--- src/hw/pgd_pkg.sv ---
// Constants, register map and types for the power-good delay and rail disable block.
// Assumes one 40 MHz system clock and a synchronous active-high reset.
//
// Functional notes
// - Output two delay code at bits 7:5 selects 0 to 100 ms.
// - Output four delay code at bits 4:2 uses the same code table.
// - Output one delay code at bits 1:0 selects 0, 5, 10 or 15 ms.
// - Delay starts once all grouped rails regulate; power good follows its expiry.
// - Generated delays stay within ten percent of nominal for every code.
// - Host-driven output two ignores its delay unless it enables termination.
// - Host-driven output four or one ignores its delay field.
// - Each pin is power good, level shifter or host output by strap.
// - Bit 7 low forces the strap-chosen shared rail off; high lets its request or force-on bit enable it.
// - Bit 6 low forces the first B load switch off.
// - Bit 5 low forces the first A load switch off.
// - Bit 4 low forces the memory termination regulator off.
// - A force-on bit turns a rail on unless its off bit is zero.

package pgd_pkg;

   ////////////////////////////////////////////////////////////////////////////
   // Timing
   localparam int CLK_HZ = 40_000_000;
   localparam int TICK_US = 100;
   localparam int TICK_CYC = (TICK_US * CLK_HZ) / 1_000_000;
   localparam logic [11:0] TICK_LAST = 12'(TICK_CYC - 1);

   localparam int DLY_US_0 = 0;
   localparam int DLY_US_5 = 5_000;
   localparam int DLY_US_10 = 10_000;
   localparam int DLY_US_15 = 15_000;
   localparam int DLY_US_20 = 20_000;
   localparam int DLY_US_50 = 50_000;
   localparam int DLY_US_100 = 100_000;

   // Delay in timer ticks for a 3-bit code
   function automatic logic [9:0] pgd_delay_ticks(input logic [2:0] code);
      logic [9:0] t;
      t = 10'h000;
      case (code)
         3'h0: t = 10'(DLY_US_0 / TICK_US);
         3'h1: t = 10'(DLY_US_5 / TICK_US);
         3'h2: t = 10'(DLY_US_10 / TICK_US);
         3'h3: t = 10'(DLY_US_15 / TICK_US);
         3'h4: t = 10'(DLY_US_20 / TICK_US);
         3'h5: t = 10'(DLY_US_50 / TICK_US);
         default: t = 10'(DLY_US_100 / TICK_US);
      endcase
      return t;
   endfunction : pgd_delay_ticks

   ////////////////////////////////////////////////////////////////////////////
   // Register map
   localparam logic [7:0] OFF_GOOD_DELAY = 8'h9d;
   localparam logic [7:0] OFF_RAIL_OFF = 8'h9f;
   localparam logic [7:0] RST_GOOD_DELAY = 8'h00;
   localparam logic [7:0] RST_RAIL_OFF = 8'hf0;

   localparam int TWO_DLY_MSB = 7;
   localparam int TWO_DLY_LSB = 5;
   localparam int FOUR_DLY_MSB = 4;
   localparam int FOUR_DLY_LSB = 2;
   localparam int ONE_DLY_MSB = 1;
   localparam int ONE_DLY_LSB = 0;
   localparam int SHARED_OFF_BIT = 7;
   localparam int FIRST_B_OFF_BIT = 6;
   localparam int FIRST_A_OFF_BIT = 5;
   localparam int TERM_OFF_BIT = 4;

   // Arbitrary default bus address
   localparam logic [6:0] DEV_ADDR_DEFAULT = 7'h5e;

   ////////////////////////////////////////////////////////////////////////////
   // Types
   typedef enum logic [1:0] {
      PGD_MODE_GOOD = 2'b00,
      PGD_MODE_SHIFT = 2'b01,
      PGD_MODE_HOST = 2'b10
   } pgd_mode_t;

   typedef enum logic [3:0] {
      PGD_ST_IDLE = 4'b0000,
      PGD_ST_ADDR = 4'b0001,
      PGD_ST_ADDR_ACK = 4'b0010,
      PGD_ST_PTR = 4'b0011,
      PGD_ST_PTR_ACK = 4'b0100,
      PGD_ST_WR = 4'b0101,
      PGD_ST_WR_ACK = 4'b0110,
      PGD_ST_RD = 4'b0111,
      PGD_ST_RD_ACK = 4'b1000
   } pgd_i2c_st_t;

endpackage : pgd_pkg

--- src/hw/pgd_delay_timer.sv ---
// One power-good delay timer for a single output pin.
// Assumes a tick pulse every TICK_US from the shared divider and synced inputs.
`timescale 1ns/1ps

module pgd_delay_timer
   import pgd_pkg::*;
(
   input wire logic clk_sys,
   input wire logic rst,
   input wire logic tick,
   input wire logic start_ok,
   input wire logic [2:0] code,
   output logic good
);

   logic [9:0] count_q;
   logic [9:0] count_d;
   logic good_q;
   logic good_d;
   logic [9:0] target;

   // Tick phase is unknown, so the delay runs short by up to one tick (2% at 5 ms)
   assign target = pgd_delay_ticks(code);

   always_comb begin
      count_d = count_q;
      good_d = good_q;
      if (!start_ok) begin
         count_d = 10'h000;
         good_d = 1'b0;
      end else if (count_q >= target) begin
         good_d = 1'b1;
      end else if (tick) begin
         count_d = count_q + 10'h001;
      end
   end

   always_ff @(posedge clk_sys) begin
      if (rst) begin
         count_q <= 10'h000;
         good_q <= 1'b0;
      end else begin
         count_q <= count_d;
         good_q <= good_d;
      end
   end

   assign good = good_q;

endmodule : pgd_delay_timer

--- src/hw/pgd_top.sv ---
// Power-good delay and rail disable registers behind a two-wire serial slave.
// Assumes straps and neighbour-register bits are static or on clk_sys; pins are async.
`timescale 1ns/1ps

module pgd_top
   import pgd_pkg::*;
#(
   parameter logic [6:0] DEV_ADDR = DEV_ADDR_DEFAULT
)
(
   input wire logic clk_sys,
   input wire logic rst,
   input wire logic scl_in,
   input wire logic sda_in,
   output logic sda_out,
   output logic sda_oe,
   input wire logic [7:0] rail_in_reg,
   input wire logic [7:0] group_mask_one,
   input wire logic [7:0] group_mask_two,
   input wire logic [7:0] group_mask_four,
   input wire logic [2:0] shifter_in,
   input wire logic [1:0] mode_one,
   input wire logic [1:0] mode_two,
   input wire logic [1:0] mode_four,
   input wire logic [2:0] host_level,
   input wire logic two_drives_termination,
   input wire logic shared_selects_linear,
   input wire logic [3:0] rail_request,
   input wire logic [3:0] rail_force_on,
   output logic general_output_one,
   output logic general_output_two,
   output logic general_output_four,
   output logic second_b_load_switch_en,
   output logic first_a_linear_regulator_en,
   output logic first_b_load_switch_en,
   output logic first_a_load_switch_en,
   output logic memory_termination_regulator_en
);

   ////////////////////////////////////////////////////////////////////////////
   // Pin synchronisers, two flops each
   logic [12:0] meta_q;
   logic [12:0] sync_q;
   logic scl_s;
   logic sda_s;
   logic [7:0] rail_s;
   logic [2:0] shift_s;

   always_ff @(posedge clk_sys) begin
      if (rst) begin
         // Rails read as out of regulation until sampled, so no false power good
         meta_q <= 13'h1800;
         sync_q <= 13'h1800;
      end else begin
         meta_q <= {scl_in, sda_in, shifter_in, rail_in_reg};
         sync_q <= meta_q;
      end
   end

   assign scl_s = sync_q[12];
   assign sda_s = sync_q[11];
   assign shift_s = sync_q[10:8];
   assign rail_s = sync_q[7:0];

   ////////////////////////////////////////////////////////////////////////////
   // Serial slave
   pgd_i2c_st_t st_q;
   pgd_i2c_st_t st_d;
   logic scl_p_q;
   logic sda_p_q;
   logic [3:0] bit_q;
   logic [3:0] bit_d;
   logic [7:0] sh_q;
   logic [7:0] sh_d;
   logic [7:0] ptr_q;
   logic [7:0] ptr_d;
   logic oe_q;
   logic oe_d;
   logic nack_q;
   logic nack_d;
   logic [7:0] dly_q;
   logic [7:0] dly_d;
   logic [7:0] off_q;
   logic [7:0] off_d;
   logic scl_rise;
   logic scl_fall;
   logic start_seen;
   logic stop_seen;
   logic [7:0] rdata;

   assign scl_rise = scl_s & ~scl_p_q;
   assign scl_fall = ~scl_s & scl_p_q;
   assign start_seen = scl_s & scl_p_q & sda_p_q & ~sda_s;
   assign stop_seen = scl_s & scl_p_q & ~sda_p_q & sda_s;

   // Unmapped addresses read as zero and ignore writes
   always_comb begin
      if (ptr_q == OFF_GOOD_DELAY) begin
         rdata = dly_q;
      end else if (ptr_q == OFF_RAIL_OFF) begin
         rdata = off_q;
      end else begin
         rdata = 8'h00;
      end
   end

   always_comb begin
      st_d = st_q;
      bit_d = bit_q;
      sh_d = sh_q;
      ptr_d = ptr_q;
      oe_d = oe_q;
      nack_d = nack_q;
      dly_d = dly_q;
      off_d = off_q;
      if (start_seen) begin
         st_d = PGD_ST_ADDR;
         bit_d = 4'h0;
         oe_d = 1'b0;
      end else if (stop_seen) begin
         st_d = PGD_ST_IDLE;
         oe_d = 1'b0;
      end else begin
         case (st_q)
            PGD_ST_ADDR, PGD_ST_PTR, PGD_ST_WR: begin
               if (scl_rise) begin
                  sh_d = {sh_q[6:0], sda_s};
                  bit_d = bit_q + 4'h1;
               end else if (scl_fall && bit_q == 4'h8) begin
                  oe_d = 1'b1;
                  if (st_q == PGD_ST_ADDR) begin
                     if (sh_q[7:1] == DEV_ADDR) begin
                        st_d = PGD_ST_ADDR_ACK;
                        nack_d = sh_q[0];
                     end else begin
                        st_d = PGD_ST_IDLE;
                        oe_d = 1'b0;
                     end
                  end else if (st_q == PGD_ST_PTR) begin
                     ptr_d = sh_q;
                     st_d = PGD_ST_PTR_ACK;
                  end else begin
                     if (ptr_q == OFF_GOOD_DELAY) begin
                        dly_d = sh_q;
                     end else if (ptr_q == OFF_RAIL_OFF) begin
                        // Reserved low bits kept as written; host keeps them zero
                        off_d = sh_q;
                     end
                     ptr_d = ptr_q + 8'h01;
                     st_d = PGD_ST_WR_ACK;
                  end
               end
            end
            PGD_ST_ADDR_ACK, PGD_ST_PTR_ACK, PGD_ST_WR_ACK: begin
               if (scl_fall) begin
                  bit_d = 4'h0;
                  oe_d = 1'b0;
                  if (st_q == PGD_ST_ADDR_ACK && nack_q) begin
                     // Read direction: present first data bit now
                     sh_d = {rdata[6:0], 1'b0};
                     oe_d = ~rdata[7];
                     st_d = PGD_ST_RD;
                  end else if (st_q == PGD_ST_ADDR_ACK) begin
                     st_d = PGD_ST_PTR;
                  end else begin
                     st_d = PGD_ST_WR;
                  end
               end
            end
            PGD_ST_RD: begin
               if (scl_rise) begin
                  bit_d = bit_q + 4'h1;
               end else if (scl_fall) begin
                  if (bit_q == 4'h8) begin
                     oe_d = 1'b0;
                     st_d = PGD_ST_RD_ACK;
                  end else begin
                     oe_d = ~sh_q[7];
                     sh_d = {sh_q[6:0], 1'b0};
                  end
               end
            end
            PGD_ST_RD_ACK: begin
               if (scl_rise) begin
                  if (sda_s) begin
                     st_d = PGD_ST_IDLE;
                  end else begin
                     ptr_d = ptr_q + 8'h01;
                  end
               end else if (scl_fall) begin
                  bit_d = 4'h0;
                  sh_d = {rdata[6:0], 1'b0};
                  oe_d = ~rdata[7];
                  st_d = PGD_ST_RD;
               end
            end
            default: begin
               oe_d = 1'b0;
            end
         endcase
      end
   end

   always_ff @(posedge clk_sys) begin
      if (rst) begin
         st_q <= PGD_ST_IDLE;
         scl_p_q <= 1'b1;
         sda_p_q <= 1'b1;
         bit_q <= 4'h0;
         sh_q <= 8'h00;
         ptr_q <= 8'h00;
         oe_q <= 1'b0;
         nack_q <= 1'b0;
         dly_q <= RST_GOOD_DELAY;
         off_q <= RST_RAIL_OFF;
      end else begin
         st_q <= st_d;
         scl_p_q <= scl_s;
         sda_p_q <= sda_s;
         bit_q <= bit_d;
         sh_q <= sh_d;
         ptr_q <= ptr_d;
         oe_q <= oe_d;
         nack_q <= nack_d;
         dly_q <= dly_d;
         off_q <= off_d;
      end
   end

   // Open drain: only ever pulls low
   assign sda_out = 1'b0;
   assign sda_oe = oe_q;

   ////////////////////////////////////////////////////////////////////////////
   // Tick divider
   logic [11:0] div_q;
   logic [11:0] div_d;
   logic tick;

   assign tick = (div_q == TICK_LAST);

   always_comb begin
      div_d = tick ? 12'h000 : div_q + 12'h001;
   end

   always_ff @(posedge clk_sys) begin
      if (rst) begin
         div_q <= 12'h000;
      end else begin
         div_q <= div_d;
      end
   end

   ////////////////////////////////////////////////////////////////////////////
   // Power-good delay per pin
   logic [2:0] start_ok;
   logic [2:0] timer_good;
   logic [2:0] run;
   logic [1:0] mode [3];
   logic [7:0] mask [3];
   logic [2:0] code [3];

   assign mode[0] = mode_one;
   assign mode[1] = mode_two;
   assign mode[2] = mode_four;
   assign mask[0] = group_mask_one;
   assign mask[1] = group_mask_two;
   assign mask[2] = group_mask_four;
   assign code[0] = {1'b0, dly_q[ONE_DLY_MSB:ONE_DLY_LSB]};
   assign code[1] = dly_q[TWO_DLY_MSB:TWO_DLY_LSB];
   assign code[2] = dly_q[FOUR_DLY_MSB:FOUR_DLY_LSB];

   always_comb begin
      for (int i = 0; i < 3; i++) begin
         // Host-mode pins keep the timer idle; output two stays live for termination
         run[i] = (mode[i] != PGD_MODE_HOST);
         if (i == 1 && two_drives_termination) begin
            run[i] = 1'b1;
         end
         if (mode[i] == PGD_MODE_SHIFT) begin
            start_ok[i] = run[i] & shift_s[i];
         end else begin
            start_ok[i] = run[i] & (&(rail_s | ~mask[i]));
         end
      end
   end

   for (genvar g = 0; g < 3; g++) begin : g_timer
      pgd_delay_timer pgd_delay_timer_i (
         .clk_sys(clk_sys),
         .rst(rst),
         .tick(tick),
         .start_ok(start_ok[g]),
         .code(code[g]),
         .good(timer_good[g])
      );
   end

   ////////////////////////////////////////////////////////////////////////////
   // Pin outputs and rail enables
   logic [2:0] pin_q;
   logic [2:0] pin_d;
   logic [4:0] en_q;
   logic [4:0] en_d;
   logic [3:0] want;
   logic term_req;

   always_comb begin
      for (int i = 0; i < 3; i++) begin
         pin_d[i] = (mode[i] == PGD_MODE_HOST) ? host_level[i] : timer_good[i];
      end
      term_req = two_drives_termination ? timer_good[1] : rail_request[0];
      // Force-on lifts the rail; its off bit still has the last word
      want = rail_force_on | {rail_request[3:1], term_req};
      en_d[4] = off_q[SHARED_OFF_BIT] & want[3] & ~shared_selects_linear;
      en_d[3] = off_q[SHARED_OFF_BIT] & want[3] & shared_selects_linear;
      en_d[2] = off_q[FIRST_B_OFF_BIT] & want[2];
      en_d[1] = off_q[FIRST_A_OFF_BIT] & want[1];
      en_d[0] = off_q[TERM_OFF_BIT] & want[0];
   end

   always_ff @(posedge clk_sys) begin
      if (rst) begin
         pin_q <= 3'h0;
         en_q <= 5'h00;
      end else begin
         pin_q <= pin_d;
         en_q <= en_d;
      end
   end

   assign general_output_one = pin_q[0];
   assign general_output_two = pin_q[1];
   assign general_output_four = pin_q[2];
   assign second_b_load_switch_en = en_q[4];
   assign first_a_linear_regulator_en = en_q[3];
   assign first_b_load_switch_en = en_q[2];
   assign first_a_load_switch_en = en_q[1];
   assign memory_termination_regulator_en = en_q[0];

endmodule : pgd_top

--- config.mk ---
export PLATFORM = sky130hd
export DESIGN_NAME = pgd_top
export DESIGN_NICKNAME = d
export VERILOG_FILES = /design/src/hw/pgd_pkg.sv /design/src/hw/pgd_delay_timer.sv /design/src/hw/pgd_top.sv
export SDC_FILE = /design/constraint.sdc
export NUM_CORES = 1
export LEC_CHECK = 0
export ABC_AREA = 1
export BUFFER_PORTS_ARGS = -buffer_cell sky130_fd_sc_hd__buf_4
export CORE_UTILIZATION = 40
export DETAILED_ROUTE_END_ITERATION = 10
export REMOVE_ABC_BUFFERS = 1
export SLEW_MARGIN = 20
export SYNTH_ARGS = -nofsm -noshare
export SYNTH_HDL_FRONTEND = slang
export SYNTH_SLANG_ARGS = --single-unit
--- constraint.sdc ---
create_clock -name clk_sys -period 2.3 [get_ports clk_sys]
set_input_delay 0.23 -clock clk_sys [delete_from_list [all_inputs] [get_ports clk_sys]]
set_output_delay 0.23 -clock clk_sys [all_outputs]
set_load 0.005 [all_outputs]
Word-level counts from Yosys, hierarchy flattened
Index checks and enable logic that the tools add are counted.
{ "totals": {"ff_bits": 123, "inputBits": 58, "elab_cells": 231, "output_inout_bits": 10} }
{ "op_classes": {"n_reduce_logical": 33, "mux": 62, "n_bitwise": 45, "n_addsub": 6, "magnitude_cmp": 3, "n_eq_ne": 60} }
{ "ops": {"columns": ["op", "n"], "rows": [
  ["$mux W8", 16],
  ["$pmux W10 S6", 2],
  ["$mux W4", 13],
  ["$pmux W10 S4", 1],
  ["$reduce_and A8 Y1", 5],
  ["$ne A2 B2 Y1 const B", 17],
  ["$pmux W8 S4", 1],
  ["$add A10 B1 Y10 const B", 3],
  ["$ge A10 B10 Y1", 3],
  ["$reduce_and A9 Y1", 3],
  ["$ne A4 B4 Y1 const B", 6],
  ["$not A8 Y8", 3],
  ["$or A8 B8 Y8", 3],
  ["$mux W1", 21],
  ["$and A1 B1 Y1", 19],
  ["$not A1 Y1", 19],
  ["$eq A4 B3 Y1 const B", 4],
  ["$eq A8 B8 Y1 const B", 2],
  ["$pmux W4 S4", 1],
  ["$pmux W8 S2", 1],
  ["$reduce_and A7 Y1", 2],
  ["$add A12 B1 Y12 const B", 1],
  ["$eq A12 B12 Y1 const B", 1],
  ["$eq A3 B2 Y1 const B", 4],
  ["other kinds (30)", 58]
]} }

Logic depth before layout (Yosys ltp)
Gate-level depths: netlist of the first run.
{ "depth": {"depth_word": 8, "ltp_mapped": 15, "mapped_depth_nobuf": 15} }

Hierarchy
A second synthesis of the first run with hierarchy kept.
{ "unflattened": {"hier_cells": 1077, "hier_area_um2": 7324.5} }
{ "by_module_without_submodules": {"columns": ["mod", "cells_per_inst", "area_per_inst_um2", "seq_area_each_um2", "n_inst"], "rows": [
  ["pgd_top", 663, 4516.8, 1801.7, 1],
  ["pgd_delay_timer", 138, 935.9, 220.2, 3]
]} }

Worst setup path before layout of the first run
Ideal clock, no wire load.
{ "synth_timing": {"path_kind": "register to register", "start": "reg dly_q[0]", "end": "reg g_timer[0].pgd_delay_timer_i.count_q[1]", "synth_period_minus_slack_ns": 2.168, "setup_ns": 0.070, "n_path_buf": 1, "required_ns": 2.230, "arrival_ns": 2.098, "path_stages_with_launch": 13, "slack_ns": 0.132, "path_cell_list": "dfxtp_1 -> inv_1 -> ha_1 -> nor2_1 -> nand2_1 -> ha_1 -> a21o_1 -> nor2_1 -> nand2_1 -> nor2_1 -> clkbuf_1 -> nand3_1 -> a21oi_1"} }
{ "synth_via": {"elab_chain_len": 5, "elab_cells_between_ends": 8, "classes_between": "order compare: 1; eq/ne: 3; mux: 1; bitwise: 1; reduce/logical: 2"} }
{ "synth_lines": {"columns": ["element", "line_no", "source"], "rows": [
  ["start, declared", "pgd_top.sv:81", "logic [7:0] dly_q;"],
  ["start signal, assigned", "pgd_top.sv:225", "dly_q <= dly_d;"],
  ["$eq A2 B2 Y1, or another cell as far along", "pgd_pkg.sv:40", "case (code)"],
  ["$pmux W10 S4 (*)", "pgd_pkg.sv:40", null],
  ["$ge A10 B10 Y1 (*)", "pgd_delay_timer.sv:31", "end else if (count_q >= target) begin"],
  ["$not A1 Y1 (no source line) (*)", null, null],
  ["$reduce_and A2 Y1 (no source line) (*)", null, null],
  ["end signal, assigned", "pgd_delay_timer.sv:43", "count_q <= count_d;"],
  ["end, declared", "pgd_delay_timer.sv:16", "logic [9:0] count_q;"]
]} }
Mark *: on every way between the ends. The rest lies on a longest branch, timed or not.
A chain may end at the register's enable or synchronous reset.

Worst setup path after layout of the first run
{ "layout_timing": {"start": "reg dly_q[0]", "end": "reg g_timer[0].pgd_delay_timer_i.count_q[9]"} }
The elaborated chain is that of the path after synthesis.

==> flow_summary.yaml, run 1 <==
status:
  status: "completed"
placed_design:
  place_inst: 1376
  hpwl_um: 13170
  routabilityCongestion: 0.8651
  portBuffers: 66
min_path:
  hold_path.class: "input pin to register"
  hold_depth: 3
  hp-start: "rail_in_reg[5]"
sta:
  finalMaxSlewViolations: 0
  worstMarginPinSlew_ns: 0.5195
  finClkSkew_ns: 0.01254
  setup_viol_count_final: 0
  hold_viol: 0
  fmax_ghz: 0.4782
  slew_headroom_pct: 65.27
  fin_crit_sh_pct: 90.93
  layout_min_cycle_time_ns: 2.091
route:
  wl_per_cell_um: 12.46
  antenna_left: 0
  drc_errors: 0
  drtIter0Drc: 343
  drt_wl_total_um: 17600
  avgViaCountPerCell: 4.846
  vias: 6842
  firstDrtPassIters: 5
grt:
  grt_max_degree: 35
  gr-total-overflow: 0
  grt_pass1_vias: 6281
  antenna_found_initial: 0
  grt_pass1_wl_um: 29810
  grt.total_usage_pct: 20.36
power_and_ir_drop:
  totalPowerFinal_uw: 7531
  switching_share_pct: 32.00
  combPwrFrac_pct: 23.5
  p_leak_uw: 0.004097
  cellPowerDensity_nw_per_um2: 859.1
  clkPwrFrac_pct: 42.3
  p_switching_uw: 2410
  sequentialPowerShare_pct: 34.2
  irDropWorstVdd_v: 0.0005757
  p_int_uw: 5121
clock_tree:
  cts_tree: "built"
  post_cts_buffers: 0
  clock-root-buffer: "clkbuf_16"
  insertion_delay_ns: 0.42
  cts.sinks: 123
  clk_path_buf_depth: 2
  cts_inserted_buffers: 17
  cts_max_level: 4
  clk_pin_slew_ns: 0.06
final_layout:
  final-seq-area_um2: 2467
  multiInputGateArea_um2: 4115
  fin_util_pct: 50.33
  n_fill_cell: 1757
  diodes: 0
  areaGrowthSynthToFinish_pct: 22.29
  finalNetCount: 1276
  finalNonFillerCells: 1412
  drive_above_1_share_pct: 13.73
worst_setup_path:
  worstSetupEndpointType: "register"
  cp-startpoint: "dly_q[0]$_SDFFE_PP0P_"
  crit_required_ns: 2.63
  rr_startpoint: "dly_q[0]$_SDFFE_PP0P_"
  cp.arrival_ns: 2.42
  reg2reg_depth: 15
  path_max_fanout: 5
  critPathKind: "register to register"
  start_kind: "register"
synth:
  synth_seq_area_share_pct: 34.35
  synthCells: 1095
  yosysWarnings: 0
  syn_avg_cell_area_um2: 6.546
  synth-edff-count: 0
  ys_ff_latch: 123
  synth_flop_cell: "dfxtp_1"
  synth_area_um2: 7168
  ys_async_sr_fraction_pct: 0
  synth_cell_types: 37
die:
  chipWidth_um: 135.9
  die_area_um2: 18460
  io_pins: 68
  rows: 48
  start_util_pct: 41.16
  core_um2: 17420
  die_y_um: 135.9
run:
  cap_violations: 0
==> kinds of logic after synthesis <==
kind of cell / Yosys count / synth area share, %
and+or+nand+nor: 604 / 36.01
buffers and inverters: 172 / 9.321
AOI/OAI and AO/OA: 127 / 9.653
DFF: 123 / 34.35
adders and majority gates: 44 / 7.680
xor gates and xnor gates: 24 / 2.932
other: 1 / 0.05231
==> Yosys cell counts, types with 2 or more instances <==
cell      count  share of area [%]
nand2_2       5               0.44
a21oi_1      53                3.7
ha_1         44                7.7
or2_2         6               0.52
nand3b_1      5               0.52
nand2_1     263                 14
nor2_4        4               0.63
o21ai_0      49                3.4
nor2_2        5               0.44
nand4_1      26                2.3
o211ai_1      7               0.73
buf_4         2               0.21
inv_2         6               0.31
dfxtp_1     123                 34
xnor2_1       7               0.86
buf_2         6               0.42
o21bai_1      2               0.21
inv_1       142                7.4
nor3_1       21                1.5
clkbuf_1     15               0.79
nor3_2        2               0.28
o22ai_1       9               0.79
a21o_1        2               0.21
nand3_1      80                5.6
nor2_1      183                9.6
xor2_1       17                2.1
==> repair_timing <==
| action | CTS | global route |
|---|---|---|
| hold buffers | 2 | 1 |
| gates resized for setup | 0 | 24 |
| hold endpoints to repair | 2 | 1 |
| endpoints found under the setup margin | 0 | 31 |
==> worst paths after layout <==
check,to,slack (ns)
min reg2reg,sync_q[6]$_SDFF_PP0_,0.40
min,meta_q[5]$_SDFF_PP0_,0.02
max,g_timer[0].pgd_delay_timer_i.count_q[9]$_SDFFE_PP0P_,0.21
max reg2reg,g_timer[0].pgd_delay_timer_i.count_q[9]$_SDFFE_PP0P_,0.21
==> routing by layer <==
layer | global-route usage (%) | routed length [um]
met1 | 26.33 | 8683
met2 | 33.53 | 8109
met3 | 4.698 | 597
met4 | 6.173 | 210
met5 | 0 | 0
==> state kept, by name (all words and copies together) (netlist names) <==
signal                             count
ptr_q                                  8
off_q                                  8
g_timer.pgd_delay_timer_i.count_q     30
nack_q                                 1
sync_q                                13
sda_p_q                                1
en_q                                   5
div_q                                 12
scl_p_q                                1
dly_q                                  8
st_q                                   4
g_timer.pgd_delay_timer_i.good         3
sda_oe                                 1
bit_q                                  4
sh_q                                   8
pin_q                                  3
meta_q                                13
==> critical path, cell delays in order, from the launching register on <==
cell and delay, ns:
dfxtp_2 0.33, buf_4 0.14, ha_1 0.21, nor2_2 0.09
nand2_2 0.11, ha_4 0.23, nand2_1 0.06, inv_1 0.03
o21bai_1 0.11, nand2_1 0.06, nand2_1 0.05, inv_1 0.06
nor2_4 0.17, buf_4 0.16, nand3_1 0.06, a21oi_1 0.14
==> cell usage in the layout, fill, tap and decap left out, types with 2 or more instances in the layout <==
master,count
xnor2_1,7
dfxtp_1,119
nand3_2,2
inv_1,142
o21bai_1,2
dfxtp_2,4
or2_2,6
o21ai_0,47
xor2_1,17
o211ai_1,7
nor2_4,5
o22ai_1,9
nand3_1,79
a21oi_2,4
a21o_1,2
nand4_1,26
nand3b_1,5
clkinvlp_4,2
o21ai_1,2
nor3_1,21
clkbuf_16,17
nand2_2,8
nor2_1,179
ha_1,42
ha_4,2
inv_6,2
buf_4,80
inv_2,6
bufinv_16,7
clkinv_4,2
nor2_2,8
dlygate4sd3_1,3
nand2_1,259
a21oi_1,50
==> stage by stage <==
stage / hold slack [ns] / area [um^2] / setup WS (ns) / TNS [ns]
floorplan: 0.2991 / 7056 / -0.1566 / -1.872
global placement: 0.3884 / 7944 / 0.1119 / 0
detailed placement: 0.3949 / 7944 / 0.05985 / 0
CTS: 0.002147 / 8668 / 0.05125 / 0
global route: 0.008514 / 8766 / -0.007536 / -0.007536
finish: 0.02249 / 8766 / 0.2087 / 0
==> cell type report <==
type,instances,share of cell area [%]
Multi-Input combinational cell,800,46.95
Sequential cell,123,28.15
Clock buffer,18,5.010
Tap cell,225,3.212
Clock inverter,14,3.026
Inverter,148,6.337
Timing Repair Buffer,84,7.322
==> power by group through the flow <==
stage	Clock [uW]	Combinational (uW)	Sequential (uW)
floorplan	0	1330	2530
global placement	0	1750	2620
detailed placement	0	1760	2610
CTS	3250	1770	2570
global route	3340	2060	2600
finish	3190	1770	2580
Note: power is estimated with default switching activity, not from simulation.
==> run 2, diff against run 1 <==
PLACE_DENSITY_LB_ADDON = 0.15   (was default)
clock period = 2.7 ns   (was 2.3 ns; I/O delays follow)
==> flow_summary.yaml, run 2 (synthesis gave the netlist of run 1 again) <==
worst_setup_path:
  worstSetupEndpointType: "register"
  path_max_fanout: 10
  critPathKind: "register to register"
  start_kind: "register"
  crit_required_ns: 3.00
  cp.arrival_ns: 2.63
clock_tree:
  clk_path_buf_depth: 2
  cts_inserted_buffers: 17
  cts.sinks: 123
  clock-root-buffer: "clkbuf_16"
  post_cts_buffers: 0
  cts_max_level: 4
  clk_pin_slew_ns: 0.07
  insertion_delay_ns: 0.42
  cts_tree: "built"
sta:
  grt_setup_unrepaired: "false"
  setup_viol_count_final: 0
  finalMaxSlewViolations: 0
  hold_viol: 0
  fmax_ghz: 0.4291
  slew_headroom_pct: 53.48
  fin_crit_sh_pct: 86.32
  worstMarginPinSlew_ns: 0.6906
  finClkSkew_ns: 0.01001
  fin_tns_setup_ns: 0
  layout_min_cycle_time_ns: 2.331
die:
  io_pins: 68
  start_util_pct: 41.16
  chipWidth_um: 135.9
  rows: 48
  die_y_um: 135.9
  core_um2: 17420
  die_area_um2: 18460
route:
  drtIter0Drc: 385
  avgViaCountPerCell: 4.879
  vias: 6855
  antenna_left: 0
  drt_wl_total_um: 17570
  firstDrtPassIters: 5
  wl_per_cell_um: 12.51
  drc_errors: 0
grt:
  grt.total_usage_pct: 20.59
  busiest_layer: "met2"
  grtUsageMet2_pct: 32.77
  use_met3_pct: 4.400
  grt_pass1_vias: 6292
  use_met1_pct: 28.17
  gr-total-overflow: 0
  antenna_found_initial: 0
  grt_pass1_wl_um: 30260
  grt_max_degree: 37
final_layout:
  top_register: "g_timer.pgd_delay_timer_i.count_q"
  diodes: 0
  drive_above_1_share_pct: 12.03
  largest_register_ffs: 30
  areaGrowthSynthToFinish_pct: 19.17
  finalNetCount: 1269
  final_cell_mix: "nand2_1 (262), nor2_1 (183), inv_1 (142)"
  final_common_cell: "nand2_1"
  top_regs: "g_timer.pgd_delay_timer_i.count_q x30, meta_q x13, sync_q x13"
power_and_ir_drop:
  irDropWorstVdd_v: 0.0005306
  totalPowerFinal_uw: 6097
  p_leak_uw: 0.004006
  cellPowerDensity_nw_per_um2: 713.8
status:
  status: "completed"
placed_design:
  portBuffers: 66
  routabilityCongestion: 0.8751
  hpwl_um: 13260
run:
  cap_violations: 0
min_path:
  hold_path.class: "input pin to register"
## run 2: path summary, 6_finish.rpt
path | from | endpoint | slack [ns] | depth (start not counted)
hold reg to reg | meta_q[10]$_SDFF_PP0_ | sync_q[10]$_SDFF_PP0_ | 0.39 | 2
setup reg to reg | dly_q[0]$_SDFFE_PP0P_ | g_timer[0].pgd_delay_timer_i.count_q[1]$_SDFFE_PP0P_ | 0.37 | 15
hold / removal | scl_in | meta_q[12]$_SDFF_PP1_ | 0.03 | 2
setup / recovery | dly_q[0]$_SDFFE_PP0P_ | g_timer[0].pgd_delay_timer_i.count_q[1]$_SDFFE_PP0P_ | 0.37 | 15
## run 2: where the power goes
group | internal (uW) | switching (uW)
clock | 1430 | 957
combinational | 524 | 982
sequential | 1980 | 228
total | 3930 | 2170
## run 2: final cells by class
type | count | area (um^2)
Inverter | 148 | 555.5
Fill cell | 1777 | 8875
Sequential cell | 123 | 2464
Clock inverter | 14 | 175.2
Clock buffer | 18 | 439.2
Multi-Input combinational cell | 800 | 4046
Tap cell | 225 | 281.5
Timing Repair Buffer | 77 | 580.6
## run 2: metal layers
layer,routed length [um],vias to the layer above
met5,0,-
met4,130,0
met3,648,11
met2,7935,121
met1,8860,3075
li1,-,3648
## run 2: what timing repair did
| item | in CTS | in global routing |
|---|---|---|
| endpoints found under the hold margin | 1 | 0 |
| hold buffers | 1 | 0 |
| gates resized for setup | 0 | 2 |
| setup endpoints to repair | 0 | 10 |
## run 2: per-stage QoR
step | cell area (um^2) | hold WS (ns) | utilization, % | setup slack [ns] | std cells
finish | 8542 | 0.03324 | 49.04 | 0.3694 | 1405
global route | 8542 | 0.01543 | 49.04 | 0.1073 | 1405
CTS | 8538 | 0.01454 | 49.02 | 0.1979 | 1405
detailed placement | 7914 | 0.3920 | 45.44 | 0.2360 | 1372
global placement | 7914 | 0.3894 | 45.44 | 0.3593 | 1372
floorplan | 7056 | 0.3391 | - | 0.2434 | 1071
## run 2: worst max-delay path: stages, from the launching register on
cell and delay (ns):
dfxtp_2 0.38, inv_1 0.09, ha_1 0.20, nor2_1 0.13, nand2_1 0.12, ha_1 0.30, nand2_1 0.07, inv_1 0.04
o21bai_1 0.12, nand2_1 0.07, nand2_1 0.06, inv_1 0.04, nor2_1 0.20, nand2_2 0.21, nand2_1 0.12, a21oi_1 0.06
==> run 3, diff against run 2 <==
CTS_CLUSTER_SIZE = 24   (was default)
clock period = 2.85 ns   (was 2.7 ns; I/O delays follow)
==> flow_summary.yaml, run 3 (synthesis gave the netlist of run 1 again) <==
status:
  status: "completed"
final_layout:
  finalNonFillerCells: 1402
  top_regs: "g_timer.pgd_delay_timer_i.count_q x30, meta_q x13, sync_q x13"
  diodes: 0
  final_cell_mix: "nand2_1 (263), nor2_1 (182), inv_1 (142)"
  drive_above_1_share_pct: 11.72
  top_register: "g_timer.pgd_delay_timer_i.count_q"
  finalNetCount: 1266
  areaGrowthSynthToFinish_pct: 18.47
  fin_util_pct: 48.76
  final_common_cell: "nand2_1"
  largest_register_ffs: 30
sta:
  layout_min_cycle_time_ns: 2.462
  fin_tns_setup_ns: 0
  setup_viol_count_final: 0
  slew_headroom_pct: 60.17
  hold_viol: 0
  grt_setup_unrepaired: "false"
  finalMaxSlewViolations: 0
  finClkSkew_ns: 0.01278
  hold_ws_ns: 0.02716
  fin_crit_sh_pct: 86.38
  fmax_ghz: 0.4062
  worstMarginPinSlew_ns: 0.5953
  setup_ws_ns: 0.3882
route:
  avgViaCountPerCell: 4.904
  drt_wl_total_um: 17700
  antenna_left: 0
  vias: 6876
  firstDrtPassIters: 5
  drtIter0Drc: 351
  wl_per_cell_um: 12.62
  drc_errors: 0
power_and_ir_drop:
  p_leak_uw: 0.003963
  cellPowerDensity_nw_per_um2: 669.4
  irDropWorstVdd_v: 0.0005380
die:
  io_pins: 68
  core_um2: 17420
  die_area_um2: 18460
  rows: 48
  chipWidth_um: 135.9
  die_y_um: 135.9
  start_util_pct: 41.16
worst_setup_path:
  cp.arrival_ns: 2.75
  worstPathCellList: "inv_1 > o21ai_0 > o21ai_0 > ha_1 > nand2_1 > nor2_1 > nand3_1 > nand2_1 > nor2_2 > nand2_1 > nand2_1 > a21oi_1"
  cp_common_cell: "nand2_1"
  start_kind: "register"
  critPathKind: "register to register"
  crit_required_ns: 3.14
  crit_slowest_cell: "dfxtp_1"
  worstSetupEndpointType: "register"
  path_max_fanout: 11
  slowest_delay_ns: 0.40
clock_tree:
  post_cts_buffers: 0
  cts_inserted_buffers: 17
  cts_hold_buf: 0
  cts_max_level: 4
  cts.sinks: 123
  clk_path_buf_depth: 2
  insertion_delay_ns: 0.43
  post_cts_resized: 0
  clock-root-buffer: "clkbuf_16"
  clk_pin_slew_ns: 0.06
  cts_tree: "built"
placed_design:
  portBuffers: 66
  routabilityCongestion: 0.8803
  pre_cts_slack_ns: 0.1798
  place_inst: 1370
  hpwl_um: 13270
grt:
  grt.total_usage_pct: 20.46
  antenna_found_initial: 0
  grt_pass1_wl_um: 30080
  gr-total-overflow: 0
  grt_max_degree: 36
  grt_pass1_vias: 6288
run:
  cap_violations: 0
min_path:
  hold_path.class: "input pin to register"
run 3: worst paths after layout:
check | endpoint | from | slack (ns) | cells past startpoint
worst min register to register | sync_q[10]$_SDFF_PP0_ | meta_q[10]$_SDFF_PP0_ | 0.40 | 2
worst min-delay path | en_q[4]$_SDFF_PP0_ | shared_selects_linear | 0.03 | 2
worst max-delay path | g_timer[1].pgd_delay_timer_i.count_q[0]$_SDFFE_PP0P_ | dly_q[5]$_SDFFE_PP0P_ | 0.39 | 12
worst max register to register | g_timer[1].pgd_delay_timer_i.count_q[0]$_SDFFE_PP0P_ | dly_q[5]$_SDFFE_PP0P_ | 0.39 | 12
run 3: critical path: cells and delay by family (launching register included):
kind | cells | cell delay, ns
AND/OR/NAND/NOR | 7 | 1.12
AO/OA/AOI/OAI | 3 | 0.42
flip-flops | 1 | 0.40
adder cells (fa/ha/maj) | 1 | 0.29
buffers and inverters | 1 | 0.10
run 3: layout make-up:
class                           count  area [um^2]
Clock buffer                       18        429.2
Inverter                          148        555.5
Timing Repair Buffer               74        555.5
Tap cell                          225        281.5
Fill cell                        1813         8925
Sequential cell                   123         2462
Multi-Input combinational cell    800         4046
Clock inverter                     14        161.4
run 3: power breakdown:
| group | switching [uW] | internal (uW) |
|---|---|---|
| Clock | 858 | 1300 |
| Combinational | 937 | 496 |
| Sequential | 214 | 1880 |
run 3: per-stage QoR:
stage                     instance area (um^2)  total power (uW)
after floorplan                           7056              3116
after global placement                    7899              3543
after detailed placement                  7899              3547
after CTS                                 8489              5727
after global routing                      8492              6054
final                                     8492              5684
run 3: metal layers:
metal	GRT usage, %	vias to the layer above	routed length [um]	part of all wire (%)
met1	27.10	3110	8659	49
met4	6.173	0	218	1.2
met2	33.19	114	8131	46
li1	-	3632	-	-
met3	4.362	20	686	3.9
met5	0	-	0	0
